[src/core/mjc_pkg.sv]
// constants, types and state layout for the mesh network join controller
`default_nettype none

package mjc_pkg;

  localparam int CLK_HZ = 25000000;
  localparam int SECOND_MS = 1000;
  localparam int HALF_SECOND_MS = 500;
  localparam int BLINK_UNIT_MS = 10;
  localparam int SECOND_CYCLES = CLK_HZ / 1000 * SECOND_MS;
  localparam int HALF_SECOND_CYCLES = CLK_HZ / 1000 * HALF_SECOND_MS;
  localparam int BLINK_UNIT_CYCLES = CLK_HZ / 1000 * BLINK_UNIT_MS;

  localparam logic [1:0] ROLE_COORD = 2'h0;
  localparam logic [1:0] ROLE_ROUTER = 2'h1;
  localparam logic [1:0] ROLE_END = 2'h2;

  localparam logic [15:0] ANY_IDENTIFIER = 16'hFFFF;
  localparam logic [7:0] FIRST_CHANNEL = 8'h0B;
  localparam logic [7:0] PERMIT_ALWAYS = 8'hFF;
  localparam logic [3:0] MAX_CHILDREN = 4'h8;
  localparam logic [15:0] LFSR_SEED = 16'hACE1;

  localparam logic [7:0] JS_OK = 8'h00;
  localparam logic [7:0] JS_WRONG_ID = 8'h22;
  localparam logic [7:0] JS_NO_NETWORK = 8'h21;
  localparam logic [7:0] JS_SCANNING = 8'hFF;
  localparam logic [7:0] MS_COORD_STARTED = 8'h01;
  localparam logic [7:0] MS_JOINED = 8'h02;

  // host-side settings, all on the module clock
  typedef struct packed {
    logic [1:0] role;
    logic [15:0] scan_channel_mask;
    logic [15:0] network_identifier_setting;
    logic [3:0] scan_duration_setting;
    logic [7:0] permit_join_time;
    logic security_enable;
    logic [127:0] network_key_setting;
    logic [7:0] encryption_options;
    logic indicator_pin_function;
    logic [7:0] blink_time_setting;
    logic frame_mode_enable;
  } mjc_cfg_t;

  // one scan result from the radio
  typedef struct packed {
    logic [7:0] energy;
    logic beacon_seen;
    logic [15:0] beacon_pan;
    logic beacon_permit;
    logic beacon_key_needed;
  } mjc_scan_t;

  typedef enum logic [2:0] {
    ST_IDLE,
    ST_ENERGY,
    ST_NETSCAN,
    ST_JOINSCAN,
    ST_ASSOC,
    ST_DISCOVER,
    ST_ONLINE
  } mjc_state_t;

  typedef struct packed {
    mjc_state_t state;
    logic [3:0] idx;
    logic waiting;
    logic any_net;
    logic [7:0] best_energy;
    logic [3:0] best_idx;
    logic [15:0] lfsr;
    logic [7:0] chan;
    logic [15:0] pan;
    logic [15:0] short_addr;
    logic [63:0] coord_addr;
    logic [127:0] key;
    logic [7:0] status;
    logic [3:0] children;
    logic permit_open;
    logic [7:0] permit_cnt;
    logic [31:0] sec_cnt;
    logic [31:0] led_cnt;
    logic led;
    logic online_prev;
    logic scan_req;
    logic scan_energy_mode;
    logic assoc_req;
    logic disc_req;
    logic ms_valid;
    logic [7:0] ms_code;
    logic nv_write;
    logic child_accept;
    logic child_refuse;
    logic [3:0] dwell;
    logic pin_oe;
  } mjc_regs_t;

endpackage : mjc_pkg

`default_nettype wire

[src/core/mjc_join_ctrl.sv]
// network formation and joining controller for one mesh radio node
`default_nettype none

module mjc_join_ctrl
  import mjc_pkg::*;
#(
  parameter int SECOND_CNT = SECOND_CYCLES,
  parameter int HALF_SECOND_CNT = HALF_SECOND_CYCLES,
  parameter int BLINK_UNIT_CNT = BLINK_UNIT_CYCLES
) (
  // clock, reset, enable
  input wire logic core_clk_in,
  input wire logic resetn_in,
  input wire logic ce_in,
  // settings from the host
  input wire mjc_cfg_t cfg_in,
  input wire logic net_reset_in,
  // retained parameters
  input wire logic nv_valid_in,
  input wire logic [7:0] nv_channel_in,
  input wire logic [15:0] nv_pan_in,
  output logic nv_write_out,
  // radio scan
  output logic scan_req_out,
  output logic scan_energy_mode_out,
  output logic [7:0] scan_channel_out,
  output logic [3:0] scan_dwell_out,
  input wire logic scan_done_in,
  input wire mjc_scan_t scan_in,
  // association and discovery
  output logic assoc_req_out,
  input wire logic assoc_done_in,
  input wire logic assoc_ok_in,
  input wire logic [15:0] assoc_addr_in,
  output logic disc_req_out,
  input wire logic disc_done_in,
  input wire logic [63:0] disc_addr_in,
  // child admission
  input wire logic child_req_in,
  output logic child_accept_out,
  output logic child_refuse_out,
  output logic [3:0] child_count_out,
  output logic permit_open_out,
  // host status
  output logic modem_status_valid_out,
  output logic [7:0] modem_status_code_out,
  output logic [7:0] join_status_code_out,
  output logic [7:0] operating_channel_out,
  output logic [15:0] operating_identifier_out,
  output logic [15:0] own_short_address_out,
  output logic [63:0] coord_long_address_out,
  output logic [127:0] active_key_out,
  output logic online_out,
  // association indicator pin
  output logic assoc_pin_out,
  output logic assoc_pin_oe_out
);

  logic rst_meta_q;
  logic rst_sync_q;
  mjc_regs_t s_q;
  mjc_regs_t s_d;
  logic is_coord;
  logic is_end;
  logic online;
  logic id_any;
  logic key_ok;
  logic pan_ok;
  logic [31:0] led_limit;

  // reset release through two flops
  always_ff @(posedge core_clk_in or negedge resetn_in) begin
    if (!resetn_in) begin
      rst_meta_q <= 1'b0;
      rst_sync_q <= 1'b0;
    end else begin
      rst_meta_q <= 1'b1;
      rst_sync_q <= rst_meta_q;
    end
  end

  assign is_coord = (cfg_in.role == ROLE_COORD);
  assign is_end = (cfg_in.role == ROLE_END);
  assign online = (s_q.state == ST_ONLINE);
  assign id_any = (cfg_in.network_identifier_setting == ANY_IDENTIFIER);
  // key either held already or deliverable over the air
  assign key_ok = !cfg_in.security_enable || !scan_in.beacon_key_needed
                  || (cfg_in.encryption_options != 8'h00);
  assign pan_ok = id_any || (scan_in.beacon_pan == cfg_in.network_identifier_setting);

  always_comb begin
    if (cfg_in.blink_time_setting != 8'h00) begin
      led_limit = 32'(cfg_in.blink_time_setting) * 32'(BLINK_UNIT_CNT);
    end else if (is_coord) begin
      led_limit = 32'(SECOND_CNT);
    end else begin
      led_limit = 32'(HALF_SECOND_CNT);
    end
  end

  always_comb begin
    s_d = s_q;
    s_d.scan_req = 1'b0;
    s_d.assoc_req = 1'b0;
    s_d.disc_req = 1'b0;
    s_d.ms_valid = 1'b0;
    s_d.nv_write = 1'b0;
    s_d.child_accept = 1'b0;
    s_d.child_refuse = 1'b0;
    s_d.dwell = cfg_in.scan_duration_setting;
    s_d.pin_oe = cfg_in.indicator_pin_function;
    s_d.lfsr = {s_q.lfsr[14:0], s_q.lfsr[15] ^ s_q.lfsr[13] ^ s_q.lfsr[12] ^ s_q.lfsr[10]};

    case (s_q.state)
      ST_IDLE: begin
        if (nv_valid_in) begin
          // retained parameters bring the node straight back online
          s_d.chan = nv_channel_in;
          s_d.pan = nv_pan_in;
          s_d.short_addr = is_coord ? 16'h0000 : s_q.short_addr;
          s_d.key = cfg_in.network_key_setting;
          s_d.status = JS_OK;
          s_d.state = ST_ONLINE;
        end else if (is_coord) begin
          s_d.idx = 4'h0;
          s_d.waiting = 1'b0;
          s_d.best_energy = 8'hFF;
          s_d.best_idx = 4'h0;
          s_d.state = ST_ENERGY;
        end else begin
          s_d.idx = 4'h0;
          s_d.waiting = 1'b0;
          s_d.any_net = 1'b0;
          s_d.status = JS_SCANNING;
          s_d.state = ST_JOINSCAN;
        end
      end

      ST_ENERGY: begin
        if (!s_q.waiting) begin
          if (cfg_in.scan_channel_mask[s_q.idx]) begin
            s_d.scan_req = 1'b1;
            s_d.scan_energy_mode = 1'b1;
            s_d.chan = FIRST_CHANNEL + 8'(s_q.idx);
            s_d.waiting = 1'b1;
          end else if (s_q.idx == 4'hF) begin
            s_d.chan = FIRST_CHANNEL + 8'(s_q.best_idx);
            s_d.pan = id_any ? s_q.lfsr : cfg_in.network_identifier_setting;
            s_d.state = ST_NETSCAN;
          end else begin
            s_d.idx = s_q.idx + 4'h1;
          end
        end else if (scan_done_in) begin
          s_d.waiting = 1'b0;
          if (scan_in.energy <= s_q.best_energy) begin
            s_d.best_energy = scan_in.energy;
            s_d.best_idx = s_q.idx;
          end
          if (s_q.idx == 4'hF) begin
            s_d.chan = FIRST_CHANNEL + 8'((scan_in.energy <= s_q.best_energy) ? s_q.idx : s_q.best_idx);
            s_d.pan = id_any ? s_q.lfsr : cfg_in.network_identifier_setting;
            s_d.state = ST_NETSCAN;
          end else begin
            s_d.idx = s_q.idx + 4'h1;
          end
        end
      end

      ST_NETSCAN: begin
        if (!s_q.waiting) begin
          s_d.scan_req = 1'b1;
          s_d.scan_energy_mode = 1'b0;
          s_d.waiting = 1'b1;
        end else if (scan_done_in) begin
          s_d.waiting = 1'b0;
          if (scan_in.beacon_seen && id_any
              && (scan_in.beacon_pan == s_q.pan || s_q.pan == ANY_IDENTIFIER)) begin
            // identifier clash on the chosen channel: draw again
            s_d.pan = s_q.lfsr;
          end else if (s_q.pan == ANY_IDENTIFIER) begin
            s_d.pan = s_q.lfsr;
          end else begin
            s_d.short_addr = 16'h0000;
            s_d.key = cfg_in.security_enable ? cfg_in.network_key_setting : 128'h0;
            s_d.status = JS_OK;
            s_d.nv_write = 1'b1;
            s_d.ms_valid = cfg_in.frame_mode_enable;
            s_d.ms_code = MS_COORD_STARTED;
            s_d.state = ST_ONLINE;
          end
        end
      end

      ST_JOINSCAN: begin
        if (!s_q.waiting) begin
          if (cfg_in.scan_channel_mask[s_q.idx]) begin
            s_d.scan_req = 1'b1;
            s_d.scan_energy_mode = 1'b0;
            s_d.chan = FIRST_CHANNEL + 8'(s_q.idx);
            s_d.waiting = 1'b1;
          end else begin
            s_d.idx = s_q.idx + 4'h1;
            if (s_q.idx == 4'hF) begin
              // a pass also ends on a masked-off last channel
              s_d.status = s_q.any_net ? JS_WRONG_ID : JS_NO_NETWORK;
              s_d.any_net = 1'b0;
            end
          end
        end else if (scan_done_in) begin
          s_d.waiting = 1'b0;
          if (scan_in.beacon_seen && scan_in.beacon_permit && pan_ok && key_ok) begin
            s_d.pan = scan_in.beacon_pan;
            s_d.assoc_req = 1'b1;
            s_d.state = ST_ASSOC;
          end else begin
            s_d.any_net = s_q.any_net || scan_in.beacon_seen;
            s_d.idx = s_q.idx + 4'h1;
            if (s_q.idx == 4'hF) begin
              // a pass over the mask ends: record why and go again
              s_d.status = (s_q.any_net || scan_in.beacon_seen) ? JS_WRONG_ID : JS_NO_NETWORK;
              s_d.any_net = 1'b0;
            end
          end
        end
      end

      ST_ASSOC: begin
        if (assoc_done_in) begin
          if (assoc_ok_in) begin
            s_d.short_addr = assoc_addr_in;
            s_d.key = cfg_in.network_key_setting;
            s_d.disc_req = 1'b1;
            s_d.state = ST_DISCOVER;
          end else begin
            s_d.idx = s_q.idx + 4'h1;
            s_d.state = ST_JOINSCAN;
          end
        end
      end

      ST_DISCOVER: begin
        if (disc_done_in) begin
          s_d.coord_addr = disc_addr_in;
          s_d.status = JS_OK;
          s_d.nv_write = 1'b1;
          s_d.ms_valid = cfg_in.frame_mode_enable;
          s_d.ms_code = MS_JOINED;
          s_d.state = ST_ONLINE;
        end
      end

      ST_ONLINE: begin
        if (net_reset_in) begin
          s_d.children = 4'h0;
          s_d.permit_open = 1'b0;
          s_d.status = JS_SCANNING;
          s_d.state = is_coord ? ST_IDLE : ST_JOINSCAN;
          s_d.idx = 4'h0;
          s_d.waiting = 1'b0;
          s_d.any_net = 1'b0;
          if (is_coord) begin
            s_d.state = ST_ENERGY;
            s_d.best_energy = 8'hFF;
            s_d.best_idx = 4'h0;
          end
        end
      end

      default: begin
        s_d.state = ST_IDLE;
      end
    endcase

    // permit-join window opens on the cycle the node comes online
    if (s_d.state == ST_ONLINE && !online) begin
      s_d.permit_open = !is_end && (cfg_in.permit_join_time != 8'h00);
      s_d.permit_cnt = cfg_in.permit_join_time;
      s_d.sec_cnt = 32'h0;
    end else if (online && s_q.permit_open && s_q.permit_cnt != PERMIT_ALWAYS) begin
      if (s_q.sec_cnt >= 32'(SECOND_CNT - 1)) begin
        s_d.sec_cnt = 32'h0;
        s_d.permit_cnt = s_q.permit_cnt - 8'h01;
        if (s_q.permit_cnt == 8'h01) begin
          s_d.permit_open = 1'b0;
        end
      end else begin
        s_d.sec_cnt = s_q.sec_cnt + 32'h1;
      end
    end
    if (is_end) begin
      s_d.permit_open = 1'b0;
    end

    // child admission
    if (child_req_in) begin
      if (online && !is_end && s_q.permit_open && s_q.children < MAX_CHILDREN) begin
        s_d.child_accept = 1'b1;
        s_d.children = s_q.children + 4'h1;
      end else begin
        s_d.child_refuse = 1'b1;
      end
    end

    // association indicator
    s_d.online_prev = online;
    if (online != s_q.online_prev) begin
      s_d.led_cnt = 32'h0;
      s_d.led = 1'b1;
    end else if (!online) begin
      s_d.led = 1'b1;
    end else if (s_q.led_cnt >= led_limit - 32'h1) begin
      s_d.led_cnt = 32'h0;
      s_d.led = !s_q.led;
    end else begin
      s_d.led_cnt = s_q.led_cnt + 32'h1;
    end
  end

  always_ff @(posedge core_clk_in or negedge rst_sync_q) begin
    if (!rst_sync_q) begin
      s_q <= '0;
      s_q.state <= ST_IDLE;
      s_q.status <= JS_SCANNING;
      s_q.lfsr <= LFSR_SEED;
      s_q.best_energy <= 8'hFF;
      s_q.led <= 1'b1;
    end else if (ce_in) begin
      s_q <= s_d;
    end
  end

  // all outputs straight from the state register
  assign nv_write_out = s_q.nv_write;
  assign scan_req_out = s_q.scan_req;
  assign scan_energy_mode_out = s_q.scan_energy_mode;
  assign scan_channel_out = s_q.chan;
  assign scan_dwell_out = s_q.dwell;
  assign assoc_req_out = s_q.assoc_req;
  assign disc_req_out = s_q.disc_req;
  assign child_accept_out = s_q.child_accept;
  assign child_refuse_out = s_q.child_refuse;
  assign child_count_out = s_q.children;
  assign permit_open_out = s_q.permit_open;
  assign modem_status_valid_out = s_q.ms_valid;
  assign modem_status_code_out = s_q.ms_code;
  assign join_status_code_out = s_q.status;
  assign operating_channel_out = s_q.chan;
  assign operating_identifier_out = s_q.pan;
  assign own_short_address_out = s_q.short_addr;
  assign coord_long_address_out = s_q.coord_addr;
  assign active_key_out = s_q.key;
  assign online_out = s_q.online_prev;
  assign assoc_pin_out = s_q.led;
  assign assoc_pin_oe_out = s_q.pin_oe;

endmodule : mjc_join_ctrl

`default_nettype wire

[config.mk]
export PLATFORM = sky130hd
export DESIGN_NAME = mjc_join_ctrl
export DESIGN_NICKNAME = d
export VERILOG_FILES = /design/src/core/mjc_pkg.sv /design/src/core/mjc_join_ctrl.sv
export SDC_FILE = /design/constraint.sdc
export NUM_CORES = 1
export LEC_CHECK = 0
export ABC_AREA = 0
export BUFFER_PORTS_ARGS = -buffer_cell sky130_fd_sc_hd__buf_2
export CAP_MARGIN = 30
export CORE_MARGIN = 2
export CORE_UTILIZATION = 24
export CTS_CLUSTER_SIZE = 28
export DETAILED_ROUTE_END_ITERATION = 10
export HOLD_SLACK_MARGIN = 0.02
export SYNTH_ARGS = -nofsm -noshare
export SYNTH_HDL_FRONTEND = slang
export SYNTH_SLANG_ARGS = --single-unit
[constraint.sdc]
create_clock -name core_clk_in -period 15.7 [get_ports core_clk_in]
set_clock_uncertainty 0.05 [all_clocks]
set_input_delay 1.57 -clock core_clk_in [delete_from_list [all_inputs] [get_ports core_clk_in]]
set_output_delay 1.57 -clock core_clk_in [all_outputs]
set_load 0.1 [all_outputs]
== Word level (Yosys, flattened, before mapping) ==
Index checks and enable logic that the tools add are counted.
Widths: inputs -> output; s select.

* Flip-flop bits (word level): 379
* Input port bits: 334
* Output and inout port bits: 276

* Bitwise logic cells: 3
* Multiplexer cells: 129
* Order comparisons: 5
* Equality and inequality tests: 53
* Reductions and logical operators: 56
* Multiply operators: 1
* $add $sub $neg: 9

{| class="wikitable"
|+ Operator list
! cell !! count
|-
| $mux 136 || 4
|-
| $mux 128 || 4
|-
| $pmux 128 s3 || 1
|-
| $mux 16 || 12
|-
| $mux 32 || 6
|-
| $mux 8 || 14
|-
| $mux 24 || 4
|-
| $mux 41 || 2
|-
| $add 32x1->32 const B || 2
|-
| $pmux 16 s4 || 1
|-
| $mux 10 || 5
|-
| $ne 2x2->1 const B || 25
|-
| $mux 12 || 4
|-
| $pmux 16 s3 || 1
|-
| $mux 40 || 1
|-
| $pmux 8 s5 || 1
|-
| $pmux 12 s3 || 1
|-
| $mux 33 || 1
|-
| $ne 3x3->1 const B || 11
|-
| $eq 16x16->1 || 2
|-
| $eq 16x16->1 const B || 2
|-
| $ge 32x25->1 const B || 1
|-
| $ge 32x32->1 || 1
|-
| $sub 32x1->32 const B || 1
|-
| 57 further kinds || 149
|}

== Depth between registers and ports, before layout ==
* Depth after elaboration: 12
* Depth in mapped cells: 29
* Gate-level depth less buffers: 26

== Worst setup path after synthesis ==
No wires, ideal clock.

* Path kind: input -> register
* Start: input port cfg_in[3] (netlist bit)
* End: register s_q[39] (netlist bit)
* Arrival time: 7.795 ns
* Stages: 24
* Setup time: 0.083 ns
* Path slack: 7.772 ns
* Required time: 15.567 ns
* Buffers on the path: 2
* Cell sequence: fa_1 ha_1 fa_1 inv_1 fa_1 inv_1 ha_1 a211o_1 or3_1 a21oi_1 nor2_2 xnor2_4 a21oi_2 or4_4 or4_1 ha_1 a21oi_1 o21ai_0 a31oi_1 o311a_1 clkbuf_1 clkbuf_1 a21oi_1 o22ai_1

* Cells in the longest elaborated chain, start to end: 7
* Elaborated cells on any way between the ends: 8
* Those cells by class: add/sub (1); mul (1); order compare (1); mux (4); reduce/logical (1)

{| class="wikitable"
|+ RTL lines
! what !! RTL line !! text
|-
| start: declaration || mjc_join_ctrl.sv:16 || <nowiki>input wire mjc_cfg_t cfg_in,</nowiki>
|-
| $mul 8x14->22 / $reduce_bool 8->1 (equally long branches) || mjc_join_ctrl.sv:93, mjc_join_ctrl.sv:92 ||
|-
| $mux 32 * || mjc_join_ctrl.sv:92 || <nowiki>if (cfg_in.blink_time_setting != 8'h00) begin</nowiki>
|-
| $sub 32x1->32 * || mjc_join_ctrl.sv:311 || <nowiki>end else if (s_q.led_cnt >= led_limit - 32'h1) begin</nowiki>
|-
| $ge 32x32->1 * || mjc_join_ctrl.sv:311 ||
|-
| $mux 32 * || mjc_join_ctrl.sv:311 ||
|-
| $mux 32 * || mjc_join_ctrl.sv:309 || <nowiki>end else if (!online) begin</nowiki>
|-
| $mux 33 * || mjc_join_ctrl.sv:306 || <nowiki>if (online != s_q.online_prev) begin</nowiki>
|-
| end: declaration || mjc_join_ctrl.sv:61 || <nowiki>mjc_regs_t s_q;</nowiki>
|}

Mark *: on every way between the ends. The rest lies on a longest branch, timed or not. The select of a mux whose other input is x is not followed.
A chain may end at the register's enable or synchronous reset.

== Worst setup path after layout ==
* Start: input port cfg_in[3] (netlist bit)
* End: register s_q[46] (netlist bit)

Same word-level chain as after synthesis.

==> impl_metrics.ini <==
[placement]
place_area_um2 = 25600
dp_hpwl_um = 60400
place_ws_ns = 6.36
io_buffers = 603
gp_congestion = 0.902
dp_cells = 4051

[floorplanning]
rows = 113
die_x_um = 314
dieArea_um2 = 98600
ios = 610
die_h_um = 314
core_area_um2 = 95200
initial_core_util_pct = 24.2

[min_path]
hold_path.class = register to register

[synthesis]
avgSynthCellArea_um2 = 9.15
ys.flop_type = dfrtp_1
ys_ff_latch = 369
ys_warn_count = 0
synth_seq_area_share_pct = 40.2
synthArstFlopShare_pct = 100
synth_edf_count = 0
synthCells = 2521
synth.cell_area_um2 = 23100
synth_cell_types = 95

[sta]
slew_headroom_pct = 29.9
worst_slew_pin_slew_ns = 1.05
worst_slack_ns = 7.08
final.min_clock_period_ns = 8.62
drv_slew = 0
rsz0062_at_grt = false
finalSetupTns_ns = 0
max_freq_mhz = 116
finalHoldViolCount = 0
finalCritPeriodShare_pct = 54.9
setup_viol = 0

[cells_and_area]
final_nets = 3296
layout-drive-gt1-share_pct = 30.6
fin_area_um2 = 27200
nFillCells = 10000
area_delta_synth_final_pct = 18.1
final_cells = 4147

[critical_path]
path_buf_inv = 3
start_kind = primary input
cp_top_family = adder cells
critPathMaxStageDelay_ns = 0.79
endpoint_kind = register
crit_chain = buf_2 -> fa_1 -> ha_1 -> fa_1 -> inv_1 -> fa_1 -> inv_1 -> ha_1 -> a211o_1 -> or3_1 -> a21oi_1 -> nor2_2 -> xnor2_4 -> a21oi_2 -> or4_4 -> or4_1 -> ha_1 -> a21oi_1 -> o21ai_0 -> a31oi_1 -> o311a_1 -> nand2_1 -> o311ai_0
cp.arrival_ns = 9.04
required_ns = 16.12
crit_type = primary input to register
path_max_fanout = 23
slowest_stage = o311a_1

[global_routing]
first_global_vias = 18700
grt_antenna_before_repair = 31
grt_max_degree = 112
grt.total_usage_pct = 15.1
grt_overflow = 0
grt_pass1_wl_um = 115000

[route]
drtPass1Iterations = 6
drtIter0Drc = 1330
wirelength_um = 77000
viasPerCell = 4.64
wl_per_cell_um = 18.6
antenna_left = 0
drc_errors = 0
vias = 19200

[clock_tree]
clock_latency_ns = 0.61
cts_root_buf = clkbuf_16
cts_setup_buffers = 0
cts_tree = built
clockBufferDepth = 3
cts.clk_slew.worst_paths_ns = 0.06
ctsHoldBuffers = 0
htreeDepth = 2
cts_resized = 0
cts.sinks = 369
cts_buffers = 48

[run_status]
status = completed

[flow_run]
cap_violations = 0
-- cells in the mapped netlist (27+ instances only) --
library cell  count  area [um^2]
a21o_1           27          203
a21oi_1          71          355
buf_4           267         2000
clkbuf_1         84          315
dfrtp_1         348         8710
ha_1            108         1350
inv_1           117          439
mux2_2          105         1180
nand2_1         379         1420
nand3_1          81          405
nand4_1          33          206
nor2_1           98          368
nor3_1           36          180
o21ai_0         235         1180
xnor2_1          43          377
-- placed cells by master (no fill, tap or decap), drive strengths merged, types with 15 or more instances in the layout --
cell    netlist  layout
a31oi        25      25
nor3         37      37
nand2       379     379
inv         118     122
ha          108     108
a21o         27      27
xnor2        44      44
and3         23      23
fa           17      17
o22ai        16      16
buf         292     637
clkbuf       84      65
nand3        82      82
nand4        33      33
nor2         99      99
xor2         25      25
dfrtp       348     348
a22o         21      21
o21a         15      15
o21ai       241     241
dfstp        21      21
mux2        105     105
nand2b       23      23
a21oi        74      74
nor4         27      27
-- kinds of logic after synthesis --
kind of cell             count (synthesis)  share of synthesized area, %
buffers and inverters                  494                          12.5
adder cells (fa/ha/maj)                126                          7.38
flip-flops                             369                          40.2
multiplexers                           119                          5.79
other                                    2                        0.0326
AND/OR/NAND/NOR                        785                          16.1
XOR/XNOR                                69                          2.70
AO/OA/AOI/OAI                          557                          15.4
-- area by class of cell --
type | count | area [um^2] | area share (%)
multi-input combinational | 1663 | 11000 | 40.3
clock buffer | 65 | 1370 | 5.02
clock inverter | 24 | 270 | 0.992
sequential | 369 | 9260 | 34.0
tap | 1265 | 1580 | 5.81
antenna | 6 | 15.0 | 0.0551
timing repair buffer | 637 | 3310 | 12.2
inverter | 118 | 443 | 1.63
-- flip-flops by register name, indices dropped and copies added, names as in the netlist, 2 cells and up --
name,flops
scan_dwell_out,4
operating_channel_out,8
modem_status_code_out,2
operating_identifier_out,16
s_q,94
own_short_address_out,16
coord_long_address_out,64
join_status_code_out,4
child_count_out,4
active_key_out,128
s_d,15
-- stage by stage --
step	utilization [%]	hold WS [ns]
6_report	28.6	0.314
5_1_grt	28.6	0.335
4_1_cts	28.6	0.318
3_5_place_dp	26.9	0.305
3_3_place_gp	26.8	0.284
2_1_floorplan	-	0.281
-- per-layer routing --
layer	part of all wire (%)	global-route usage [%]	up-vias
li1	-	-	9206
met1	41	18.6	9152
met2	48	25.2	688
met3	7.4	3.83	159
met4	3.2	5.73	20
met5	0.17	0	-
-- worst paths after layout --
kind / startpoint / endpoint / slack [ns] / depth (start not counted)
worst min-delay path: rst_meta_q$_DFF_PN0_ / rst_sync_q$_DFF_PN0_ / 0.31 / 0
max in group asynchronous: rst_sync_q$_DFF_PN0_ / coord_long_address_out[55]$_DFFE_PN0P_ / 12.47 / 4
worst max-delay path: cfg_in[3] / s_q[46]$_DFFE_PN0P_ / 7.08 / 23
worst min register to register: rst_meta_q$_DFF_PN0_ / rst_sync_q$_DFF_PN0_ / 0.31 / 0
worst max register to register: operating_identifier_out[2]$_DFFE_PN0P_ / active_key_out[47]$_DFFE_PN0P_ / 11.46 / 8
min in group asynchronous: rst_sync_q$_DFF_PN0_ / operating_identifier_out[2]$_DFFE_PN0P_ / 0.40 / 0
Power is not shown: default switching activity piles up to over one toggle a cycle in this logic, so the estimate is an artifact.
